===== src/verilog/alarm_pkg.sv =====
//==============================================================================
// Purpose: Constants and carriers for the process alarm evaluator.
// Assumes: Signed 16-bit process, set point and manipulated values.
//==============================================================================
package alarm_pkg;
    localparam int NUM_CH = 3;
    localparam int NUM_AUX = 3;
    localparam int VAL_W = 16;
    localparam int DLY_W = 10;
    // Type codes.
    localparam logic [4:0] TYPE_OFF = 5'h00;
    localparam logic [4:0] TYPE_BAND_OUT = 5'h01;
    localparam logic [4:0] TYPE_UPPER = 5'h02;
    localparam logic [4:0] TYPE_LOWER = 5'h03;
    localparam logic [4:0] TYPE_BAND_IN = 5'h04;
    localparam logic [4:0] TYPE_BAND_OUT_SB = 5'h05;
    localparam logic [4:0] TYPE_UPPER_SB = 5'h06;
    localparam logic [4:0] TYPE_LOWER_SB = 5'h07;
    localparam logic [4:0] TYPE_ABS_HI = 5'h08;
    localparam logic [4:0] TYPE_ABS_LO = 5'h09;
    localparam logic [4:0] TYPE_ABS_HI_SB = 5'h0A;
    localparam logic [4:0] TYPE_ABS_LO_SB = 5'h0B;
    localparam logic [4:0] TYPE_LOOP_BREAK = 5'h0C;
    localparam logic [4:0] TYPE_RATE = 5'h0D;
    localparam logic [4:0] TYPE_SP_HI = 5'h0E;
    localparam logic [4:0] TYPE_SP_LO = 5'h0F;
    localparam logic [4:0] TYPE_MV_HI = 5'h10;
    localparam logic [4:0] TYPE_MV_LO = 5'h11;
    localparam logic [4:0] TYPE_RESET = TYPE_UPPER;
    // Delay limit in seconds, and the sample ticks that make one second.
    localparam logic [9:0] DELAY_MAX = 10'h3E7;
    localparam int TICKS_PER_SEC = 10;
    localparam logic [3:0] SEC_LAST = 4'(TICKS_PER_SEC - 1);
    // Output assignment codes: 1..3 pick alarm channels 1..3.
    localparam logic [2:0] ASSIGN_NONE = 3'h0;
    localparam logic [2:0] ASSIGN_ALARM1 = 3'h1;
    localparam logic [2:0] ASSIGN_ALARM2 = 3'h2;
    localparam logic [2:0] ASSIGN_ALARM3 = 3'h3;
    localparam logic [2:0] ASSIGN_HEATER = 3'h4;
    localparam logic [2:0] ASSIGN_RESET0 = ASSIGN_HEATER;
    localparam logic [2:0] ASSIGN_RESET1 = ASSIGN_ALARM2;
    localparam logic [2:0] ASSIGN_RESET2 = ASSIGN_ALARM3;
    localparam logic [15:0] THRESH_RESET = 16'h0000;
    localparam logic [9:0] DELAY_RESET = 10'h000;

    typedef struct packed {
        logic [4:0] kind;
        logic signed [VAL_W-1:0] hi;
        logic signed [VAL_W-1:0] lo;
        logic [DLY_W-1:0] on_dly;
        logic [DLY_W-1:0] off_dly;
    } alarm_cfg_s;

    typedef struct packed {
        logic signed [VAL_W-1:0] pv;
        logic signed [VAL_W-1:0] sp;
        logic signed [VAL_W-1:0] mv_heat;
        logic signed [VAL_W-1:0] mv_cool;
    } loop_vals_s;
endpackage


===== src/verilog/process_alarm_evaluator.sv =====
//==============================================================================
// Purpose: Evaluates alarm channels per sample tick and drives auxiliary outputs.
// Assumes: All inputs come from logic on CLK_SYS; SAMPLE_TICK is a one-cycle pulse.
// Notes: Rejected configuration writes leave the stored setting unchanged.
//==============================================================================
`timescale 1ns/1ps
module process_alarm_evaluator (
    input wire logic CLK_SYS,
    input wire logic RST_N,
    input wire logic SAMPLE_TICK,
    input wire alarm_pkg::loop_vals_s LOOP_VALS,
    input wire logic HEAT_COOL_MODE,
    input wire logic HEATER_VARIANT,
    input wire logic HEATER_FAULT,
    input wire logic LOOP_BREAK_IN,
    input wire logic RATE_ALARM_IN,
    input wire logic STANDBY_RESTART,
    input wire logic CFG_WR,
    input wire logic [1:0] CFG_SEL,
    input wire alarm_pkg::alarm_cfg_s CFG_DATA,
    input wire logic ASSIGN_WR,
    input wire logic [1:0] ASSIGN_SEL,
    input wire logic [2:0] ASSIGN_CODE,
    output logic [alarm_pkg::NUM_CH-1:0] ALARM_OUT,
    output logic [alarm_pkg::NUM_AUX-1:0] AUX_OUT,
    output logic [alarm_pkg::NUM_CH-1:0] STANDBY_ACTIVE,
    output logic CFG_ERR,
    output logic [4:0] CH1_TYPE
);
    import alarm_pkg::*;

    //==========================================================================
    // Configuration storage.
    //==========================================================================
    alarm_cfg_s cfg_ff [NUM_CH];
    logic [2:0] assign_ff [NUM_AUX];
    logic cfg_err_ff;
    logic ch1_selected;
    logic ch1_heater;
    logic cfg_bad;

    // Channel 1 acts as a normal alarm once some output picks it.
    always_comb begin
        ch1_selected = 1'b0;
        for (int a = 0; a < NUM_AUX; a++) begin
            if (assign_ff[a] == ASSIGN_ALARM1) begin
                ch1_selected = 1'b1;
            end
        end
        ch1_heater = HEATER_VARIANT && !ch1_selected;
    end

    // A write is refused for unknown codes, loop break off channel 1, a hidden type,
    // an out of range delay or a channel that does not exist.
    always_comb begin
        cfg_bad = (CFG_DATA.kind > TYPE_MV_LO)
            || (CFG_DATA.kind == TYPE_LOOP_BREAK && CFG_SEL != 2'h0)
            || (CFG_SEL == 2'h0 && ch1_heater)
            || (CFG_DATA.on_dly > DELAY_MAX) || (CFG_DATA.off_dly > DELAY_MAX)
            || (32'(CFG_SEL) >= NUM_CH);
    end

    // Store accepted channel settings; reset gives upper deviation type.
    always_ff @(posedge CLK_SYS) begin
        if (!RST_N) begin
            for (int c = 0; c < NUM_CH; c++) begin
                cfg_ff[c] <= '{TYPE_RESET, THRESH_RESET, THRESH_RESET, DELAY_RESET,
                    DELAY_RESET};
            end
        end else if (CFG_WR && !cfg_bad) begin
            cfg_ff[CFG_SEL] <= CFG_DATA;
        end
    end

    // Flag a refused write for one cycle.
    always_ff @(posedge CLK_SYS) begin
        if (!RST_N) begin
            cfg_err_ff <= 1'b0;
        end else begin
            cfg_err_ff <= CFG_WR && cfg_bad;
        end
    end

    // Store output assignments.
    always_ff @(posedge CLK_SYS) begin
        if (!RST_N) begin
            assign_ff[0] <= ASSIGN_RESET0;
            assign_ff[1] <= ASSIGN_RESET1;
            assign_ff[2] <= ASSIGN_RESET2;
        end else if (ASSIGN_WR && 32'(ASSIGN_SEL) < NUM_AUX && ASSIGN_CODE <= ASSIGN_HEATER) begin
            assign_ff[ASSIGN_SEL] <= ASSIGN_CODE;
        end
    end

    assign CFG_ERR = cfg_err_ff;
    assign CH1_TYPE = cfg_ff[0].kind;

    //==========================================================================
    // Seconds prescaler on the sample tick.
    //==========================================================================
    logic [3:0] sec_cnt_ff;
    logic sec_pulse;

    // Count ticks; the last tick of each second carries the second pulse.
    always_ff @(posedge CLK_SYS) begin
        if (!RST_N) begin
            sec_cnt_ff <= 4'h0;
        end else if (SAMPLE_TICK) begin
            sec_cnt_ff <= (sec_cnt_ff == SEC_LAST) ? 4'h0 : sec_cnt_ff + 4'h1;
        end
    end
    assign sec_pulse = SAMPLE_TICK && (sec_cnt_ff == SEC_LAST);

    //==========================================================================
    // Per-channel evaluation, standby and delays.
    //==========================================================================
    logic [NUM_CH-1:0] raw;
    logic [NUM_CH-1:0] cond;
    logic [NUM_CH-1:0] out_ff;
    logic [NUM_CH-1:0] sb_ff;

    for (genvar g = 0; g < NUM_CH; g++) begin : g_ch
        logic signed [VAL_W+1:0] pv;
        logic signed [VAL_W+1:0] sp;
        logic signed [VAL_W+1:0] hi;
        logic signed [VAL_W+1:0] lo;
        logic signed [VAL_W+1:0] mv_up;
        logic signed [VAL_W+1:0] mv_dn;
        logic band_out;
        logic overlap;
        logic uses_sb;
        logic [DLY_W-1:0] cnt_ff;
        logic [4:0] kind;

        assign kind = cfg_ff[g].kind;
        assign pv = (VAL_W+2)'(LOOP_VALS.pv);
        assign sp = (VAL_W+2)'(LOOP_VALS.sp);
        assign hi = (VAL_W+2)'(cfg_ff[g].hi);
        assign lo = (VAL_W+2)'(cfg_ff[g].lo);
        assign mv_up = (VAL_W+2)'(LOOP_VALS.mv_heat);
        assign mv_dn = HEAT_COOL_MODE ? (VAL_W+2)'(LOOP_VALS.mv_cool)
            : (VAL_W+2)'(LOOP_VALS.mv_heat);
        assign band_out = (pv >= sp + hi) || (pv <= sp - lo);
        assign overlap = (hi + lo) <= (VAL_W+2)'(0);
        assign uses_sb = kind == TYPE_BAND_OUT_SB || kind == TYPE_UPPER_SB
            || kind == TYPE_LOWER_SB || kind == TYPE_ABS_HI_SB || kind == TYPE_ABS_LO_SB;

        // Compare the selected value against the threshold for this type.
        always_comb begin
            case (kind)
                TYPE_BAND_OUT: cond[g] = band_out;
                TYPE_UPPER, TYPE_UPPER_SB: cond[g] = pv >= sp + hi;
                TYPE_LOWER, TYPE_LOWER_SB: cond[g] = pv <= sp - hi;
                TYPE_BAND_IN: cond[g] = !band_out;
                TYPE_BAND_OUT_SB: cond[g] = band_out && !overlap;
                TYPE_ABS_HI, TYPE_ABS_HI_SB: cond[g] = pv > hi;
                TYPE_ABS_LO, TYPE_ABS_LO_SB: cond[g] = pv < hi;
                TYPE_LOOP_BREAK: cond[g] = (g == 0) && LOOP_BREAK_IN;
                TYPE_RATE: cond[g] = RATE_ALARM_IN;
                TYPE_SP_HI: cond[g] = sp > hi;
                TYPE_SP_LO: cond[g] = sp < hi;
                TYPE_MV_HI: cond[g] = mv_up > hi;
                TYPE_MV_LO: cond[g] = mv_dn < hi;
                default: cond[g] = 1'b0;
            endcase
            if (g == 0 && ch1_heater) begin
                raw[g] = HEATER_FAULT;
            end else begin
                raw[g] = cond[g] && !(uses_sb && sb_ff[g]);
            end
        end

        // Standby holds off until the condition is first seen clear on a tick.
        always_ff @(posedge CLK_SYS) begin
            if (!RST_N) begin
                sb_ff[g] <= 1'b1;
            end else if (STANDBY_RESTART) begin
                sb_ff[g] <= 1'b1;
            end else if (SAMPLE_TICK && !cond[g]) begin
                sb_ff[g] <= 1'b0;
            end
        end

        // Apply the assertion or release delay, counted in whole seconds.
        always_ff @(posedge CLK_SYS) begin
            if (!RST_N) begin
                out_ff[g] <= 1'b0;
                cnt_ff <= DELAY_RESET;
            end else if (SAMPLE_TICK) begin
                if (raw[g] == out_ff[g]) begin
                    cnt_ff <= DELAY_RESET;
                end else if (cnt_ff >= (raw[g] ? cfg_ff[g].on_dly : cfg_ff[g].off_dly)) begin
                    out_ff[g] <= raw[g];
                    cnt_ff <= DELAY_RESET;
                end else if (sec_pulse) begin
                    cnt_ff <= cnt_ff + 10'h001;
                end
            end
        end

    end

    assign ALARM_OUT = out_ff;
    assign STANDBY_ACTIVE = sb_ff;

    //==========================================================================
    // Auxiliary output routing.
    //==========================================================================
    logic [NUM_AUX-1:0] aux_ff;

    // Each auxiliary output follows its assigned source one cycle later.
    always_ff @(posedge CLK_SYS) begin
        if (!RST_N) begin
            aux_ff <= '0;
        end else begin
            for (int a = 0; a < NUM_AUX; a++) begin
                case (assign_ff[a])
                    ASSIGN_ALARM1: aux_ff[a] <= out_ff[0];
                    ASSIGN_ALARM2: aux_ff[a] <= out_ff[1];
                    ASSIGN_ALARM3: aux_ff[a] <= out_ff[2];
                    ASSIGN_HEATER: aux_ff[a] <= HEATER_FAULT;
                    default: aux_ff[a] <= 1'b0;
                endcase
            end
        end
    end
    assign AUX_OUT = aux_ff;
endmodule


===== config.mk =====
export PLATFORM = sky130hd
export DESIGN_NAME = process_alarm_evaluator
export DESIGN_NICKNAME = d
export VERILOG_FILES = /design/src/verilog/alarm_pkg.sv /design/src/verilog/process_alarm_evaluator.sv
export SDC_FILE = /design/constraint.sdc
export NUM_CORES = 1
export LEC_CHECK = 0
export ABC_AREA = 0
export BUFFER_PORTS_ARGS = -buffer_cell sky130_fd_sc_hd__buf_2
export CAP_MARGIN = 20
export CELL_PAD_IN_SITES_DETAIL_PLACEMENT = 0
export CELL_PAD_IN_SITES_GLOBAL_PLACEMENT = 1
export CORE_MARGIN = 5
export CORE_UTILIZATION = 44
export CTS_CLUSTER_DIAMETER = 200
export DETAILED_ROUTE_END_ITERATION = 6
export PLACE_DENSITY = 0.86
export SYNTH_ARGS = -nofsm -noshare
export SYNTH_HDL_FRONTEND = slang
export SYNTH_SLANG_ARGS = --single-unit

===== constraint.sdc =====
create_clock -name CLK_SYS -period 8.2 [get_ports CLK_SYS]
set_input_delay 1.23 -clock CLK_SYS [delete_from_list [all_inputs] [get_ports CLK_SYS]]
set_output_delay 1.23 -clock CLK_SYS [all_outputs]
set_load 0.01 [all_outputs]

After elaboration in Yosys (flattened, before gate mapping)
Memories as Yosys holds them, arrays and structs flattened.
Cells that the tools add are included.
- register bits: 44
- RAM bits: 180
- output and inout port bits: 15
- memories: 2
- memories (name ; depth ; bits a word ; read ports ; clocked after Yosys merged registers in ; write ports ; line ; text):
    cfg_ff ; 3 ; 57 ; 3 ; 0 ; 3 ; process_alarm_evaluator.sv:35 ; alarm_cfg_s cfg_ff [NUM_CH];
    assign_ff ; 3 ; 3 ; 3 ; 0 ; 3 ; process_alarm_evaluator.sv:36 ; logic [2:0] assign_ff [NUM_AUX];
- add/subtract/negate cells: 16
- $lt $le $gt $ge: 39
- equality and inequality tests: 66
- mux-type cells: 37
- bitwise logic cells: 4
- reduce and logical (&&, ||, !) cells: 80
- operators by type and width (cell ; count):
    greater-than comparator 16 bit ; 9
    two-way mux 10 bit ; 12
    == test 5 x 4 -> 1 bit, second input constant ; 23
    adder 16 x 16 -> 17 bit ; 6
    <= comparator 16 x 17 -> 1 bit ; 6
    subtractor 16 x 16 -> 17 bit ; 6
    less-than comparator 16 bit ; 6
    == test 5 x 3 -> 1 bit, second input constant ; 12
    two-way mux 57 bit ; 1
    OR reduction 57 bit ; 1
    less-than comparator 18 x 16 -> 1 bit ; 3
    >= comparator 16 x 17 -> 1 bit ; 3
    <= comparator 17 x 1 -> 1 bit, second input constant ; 3
    adder 10 x 1 -> 10 bit, second input constant ; 3
    == test 5 x 2 -> 1 bit, second input constant ; 6
    == test 5 bit, second input constant ; 6
    >= comparator 10 bit ; 3
    OR reduction 2 bit ; 13
    case mux 1 bit (12 select lines) ; 2
    greater-than comparator 10 bit, second input constant ; 2
    logical AND 1 bit ; 20
    logical OR 1 bit ; 20
    == test 3 x 2 -> 1 bit, second input constant ; 6
    two-way mux 18 bit ; 1
    other kinds (24) ; 69

Depth between registers and ports, before layout
- depth in word-level cells: 18
- depth in mapped cells: 39
- mapped depth without buffers: 38

Worst setup path after synthesis
OpenSTA, ideal clock, no wires.
- path kind: input to register
- start point: input LOOP_VALS[32] (netlist bit)
- end point: register g_ch[1].cnt_ff[2]
- library setup time: 0.093 ns
- data arrival time: 8.292 ns
- setup slack: -0.185 ns
- cell stages on the path: 37
- path through: ha_1 -> inv_1 -> fa_1 -> o21ba_2 -> o21ai_0 -> a21oi_1 -> o21ai_0 -> a21oi_1 -> o21ai_0 -> a21oi_1 -> o21a_1 -> o41ai_1 -> xnor2_1 -> ha_1 -> nand3_1 -> nor2_1 -> a221oi_1 -> o22ai_1 -> a211o_1 -> nor4b_1 -> o2111a_1 -> o221ai_2 -> nand2_1 -> buf_2 -> mux2_2 -> ha_1 -> nand2b_1 -> a21o_1 -> a21o_1 -> a21oi_1 -> nor2b_1 -> o21ai_0 -> a211o_1 -> o21ai_0 -> a2111oi_4 -> nor2_2 -> o311ai_2
- cells in the longest elaborated chain, start to end: 10
- elaborated cells between the ends (all ways): 20
- those cells by class: 3 x add/sub; 6 x order compare; 1 x eq/ne; 4 x mux; 6 x reduce/logical
- RTL lines (what ; line ; text):
    start: declaration ; process_alarm_evaluator.sv:11 ; input wire alarm_pkg::loop_vals_s LOOP_VALS,
    adder 16 x 16 -> 17 bit / subtractor 16 x 16 -> 17 bit (equally long branches) ; process_alarm_evaluator.sv:143, process_alarm_evaluator.sv:152 ;
    >= comparator 16 x 17 -> 1 bit / <= comparator 16 x 17 -> 1 bit (equally long branches) ; process_alarm_evaluator.sv:143, process_alarm_evaluator.sv:152 ;
    logical OR 1 bit ; process_alarm_evaluator.sv:143 ; assign band_out = (pv >= sp + hi) || (pv <= sp - lo);
    logical AND 1 bit / logical NOT 1 bit (equally long branches) ; process_alarm_evaluator.sv:155, process_alarm_evaluator.sv:154 ;
    case mux 1 bit (12 select lines) * ; process_alarm_evaluator.sv:150 ; case (kind)
    logical AND 1 bit * ; process_alarm_evaluator.sv:169 ; raw[g] = cond[g] && !(uses_sb && sb_ff[g]);
    two-way mux 10 bit ; process_alarm_evaluator.sv:192 ; end else if (cnt_ff >= (raw[g] ? cfg_ff[g].on_dly : cfg_ff[g].off_dly)) begin
    >= comparator 10 bit ; process_alarm_evaluator.sv:192 ;
    nonzero test 3 bit (no line) / two-way mux 10 bit (equally long branches) ; -- ;
    AND reduction 2 bit (no line) / two-way mux 10 bit (equally long branches) ; -- ;
    end signal: assignment ; process_alarm_evaluator.sv:196 ; cnt_ff <= cnt_ff + 10'h001;
    end: declaration ; process_alarm_evaluator.sv:132 ; logic [DLY_W-1:0] cnt_ff;
Mark *: on every way between the ends. The rest lies on a longest branch, timed or not.
A chain may end at the register's enable or synchronous reset.

Final worst setup path
- start point: input LOOP_VALS[33] (netlist bit)
- end point: register g_ch[1].cnt_ff[0]
The elaborated chain is that of the path after synthesis.

==> out/metrics.cfg <==
[setup_path]
setup.worst_path.start_class = input port
cp_common_cell = a21oi_2
cp-end-kind = flop
critPathMaxFanout = 10
cp_data_arrival_time_ns = 8.46
cpMaxStageDelayCell = a2111oi_4
worst_ep_required_time_ns = 8.68
setup.worst_path.class = in -> reg
critical-path-max-stage-delay_ns = 0.42

[clock_network]
clock-sinks = 224
clock_latency_ns = 0.55
path_clk_slew_ns = 0.06
cts_tree = yes
number_of_clock_buffers_inserted_by_tritoncts = 24
cts_hold_repair.buffers = 0
root_buffer = clkbuf_16
cts.htree.levels = 1
clock_tree.buffer_depth = 3

[yosys]
synthesized_netlist_cell_count = 3015
post_synth_instance_area_um2 = 26400
dominant_combinational_cell_family_by_area_after_synthesis = adder cells
synth_warnings = 0
proportion_of_synthesized_chip_area_in_sequential_cells_pct = 23.8
post_syn_nets = 3685
ys_seq_elements = 224
dominantRegCellSynth = edfxtp_1
synth.largest_area_cell = ha_1
synth_enable_flop_cells = 180
syn_area_per_cell_um2 = 8.75
synth.area.top_cells = ha_1 25%, edfxtp_1 20%, and2_1 4.3%
synth_fa_ha_area_share_pct = 25.5
synth_xor_area_share_pct = 4.25
synth-compound-area-share_pct = 19.4
simple_gate_share_of_the_synthesized_area_pct = 19.8
synth.distinct_cells = 92
post_synth_mux_area_share_pct = 2.60
post-synth-top-count-cell = ha_1
synth_async_sr_flop_share_pct = 0
netlist.area_leader.share_pct = 24.6
post_synth_most_frequent_cells = 519 x ha_1, 233 x inv_1, 221 x a21oi_1, 183 x and2_1, 180 x edfxtp_1

[routing]
vias_per_cell = 6.04
detailedRoute.firstPassIterationCount = 5
finalWirelength_mm = 94.7
ant_nets = 0
detailed_router_s_first_iteration_violation_count = 2291
remaining_routing_drc_violations = 0
detail_route.wl_per_cell_um = 23.2
route.vias.total = 24700

[min_path]
classification_of_the_worst_slack_hold_path = reg -> reg

[sta]
timing.final.setup_violations = 0
max_slew.worst_pin.slew_ns = 1.02
fmax_ghz = 0.125
fin_skew_ns = 0.0166
fin_tns_setup_ns = 0
timing.final.hold_violations = 0
timing.final.crit_period_ns = 7.97
slew_headroom_pct = 31.7
drv_slew = 0
finalCritPeriodShare_pct = 97.2

[final_layout]
proportion_of_layout_cells_with_a_drive_suffix_above_1_pct = 15.5
design_area_um2 = 30600
final_nets = 3968
area_delta_synth_final_pct = 15.9
final_core_utilization_pct = 51.6
number_of_filler_cells_placed_in_the_layout = 5533
multi_input_comb_area_um2 = 19400
ff_latch_area_um2 = 6290

[floorplan]
initial_utilization_pct = 44.6
floorplan.io_pins = 154
number_of_core_rows = 89
fp.dieH_um = 255
coreArea_um2 = 59200
die_width_um = 255
die_area_um2 = 65000

[placed_design]
buffer_ports.inserted = 153
routabilityCongestion = 0.997
hpwl_mm = 75.3
detailed_place.area_um2 = 29100

[global_routing]
initial_antenna_violation_count = 10
grt_first_pass_wirelength_mm = 138
groute.usage.overall_pct = 27.7
first_global_vias = 22900
gr-total-overflow = 0
grt_max_degree = 59

[outcome]
outcome = finished clean

[power_and_ir_drop]
pwr_density_cell_nw_per_um2 = 145
vdd.ir_drop.worst_uv = 187
p_leak_nw = 13.6

[flow_run]
cap_violations = 0

==> path summary, 6_finish.rpt <==
path	startpoint	depth (start not counted)	end	slack, ns
worst max-delay path	LOOP_VALS[33]	39	g_ch[1].cnt_ff[0]	0.23
worst min register to register	STANDBY_ACTIVE[2]	2	STANDBY_ACTIVE[2]	0.48
worst min-delay path	STANDBY_ACTIVE[2]	2	STANDBY_ACTIVE[2]	0.48
worst max register to register	cfg_ff[1][37]	37	g_ch[1].cnt_ff[0]	0.34
==> metal layers <==
metal  part of all wire (%)  track usage, %  vias to the layer above
met3                    8.8            4.08                      218
met1                     43            38.3                    11700
met4                    4.5            10.0                       10
li1                       -               -                    11800
met2                     44            44.4                     1035
met5                  0.068               0                        -
==> stage by stage <==
stage | worst slack (ns) | total power, W | hold slack [ns] | std cells
after floorplan | 0.0673 | 0.00258 | 0.468 | 3015
after global placement | -0.396 | 0.00320 | 0.471 | 4026
after detailed placement | -0.529 | 0.00321 | 0.471 | 4026
after CTS | 0.0118 | 0.00435 | 0.484 | 4069
after global routing | -0.194 | 0.00471 | 0.534 | 4088
final | 0.226 | 0.00445 | 0.481 | 4090
==> critical path: cells and delay by family <==
kind	cells	cell delay (ns)
compound gates	22	4.39
fa+ha+maj	3	0.85
buf+inv	5	0.76
mux	1	0.23
simple gates	8	0.97
==> cells by family after synthesis <==
group	Yosys count
XOR/XNOR	128
AND/OR/NAND/NOR	974
buffers and inverters	317
adder cells (fa/ha/maj)	531
AO/OA/AOI/OAI	775
flip-flops	224
multiplexers	66
==> power by group <==
part | switching, W | total [W] | internal, W
Sequential | 0.0000733 | 0.00136 | 0.00129
Clock | 0.000485 | 0.00113 | 0.000644
Combinational | 0.00111 | 0.00196 | 0.000848
Total | 0.00167 | 0.00445 | 0.00278
==> cells in the final DEF, fill, tap and decap left out, types with 28 or more instances in the layout <==
master and count:
ha_1 514, inv_1 232, a21oi_1 208, and2_1 183, edfxtp_1 180, buf_4 173
nor2_1 172, buf_2 153, nand2_1 143, o21ai_0 119, xnor2_1 100, nand3_1 90
a21o_1 72, nand4_1 68, nand2b_1 59, nor3_1 52, nor2b_1 51, dfxtp_1 44
mux2i_1 43, a211oi_1 40, o21bai_1 35, o211ai_1 34, o21a_1 28, xor2_1 28
==> layout make-up <==
| class | instances | area share [%] |
|---|---|---|
| antenna | 2 | 0.0164 |
| clock buffer | 28 | 2.14 |
| clock inverter | 15 | 0.544 |
| inverter | 238 | 2.93 |
| multi-input combinational | 2474 | 63.5 |
| sequential | 224 | 20.5 |
| tap | 773 | 3.16 |
| timing repair buffer | 336 | 7.20 |
==> flip-flops by register name, summed over array words and instances, names as in the netlist <==
| name | flops |
|---|---|
| AUX_OUT | 3 |
| assign_ff | 9 |
| sec_cnt_ff | 4 |
| cfg_ff | 171 |
| g_ch.cnt_ff | 30 |
| CFG_ERR | 1 |
| ALARM_OUT | 3 |
| STANDBY_ACTIVE | 3 |
==> what timing repair did <==
action                                  in CTS  in global routing
pin swaps                                    0                 64
endpoints found under the setup margin       2                 33
buffers inserted                             0                 19
gates resized for setup                      1                125
gates cloned                                 0                  1
Power figures use the tool's default switching activity.
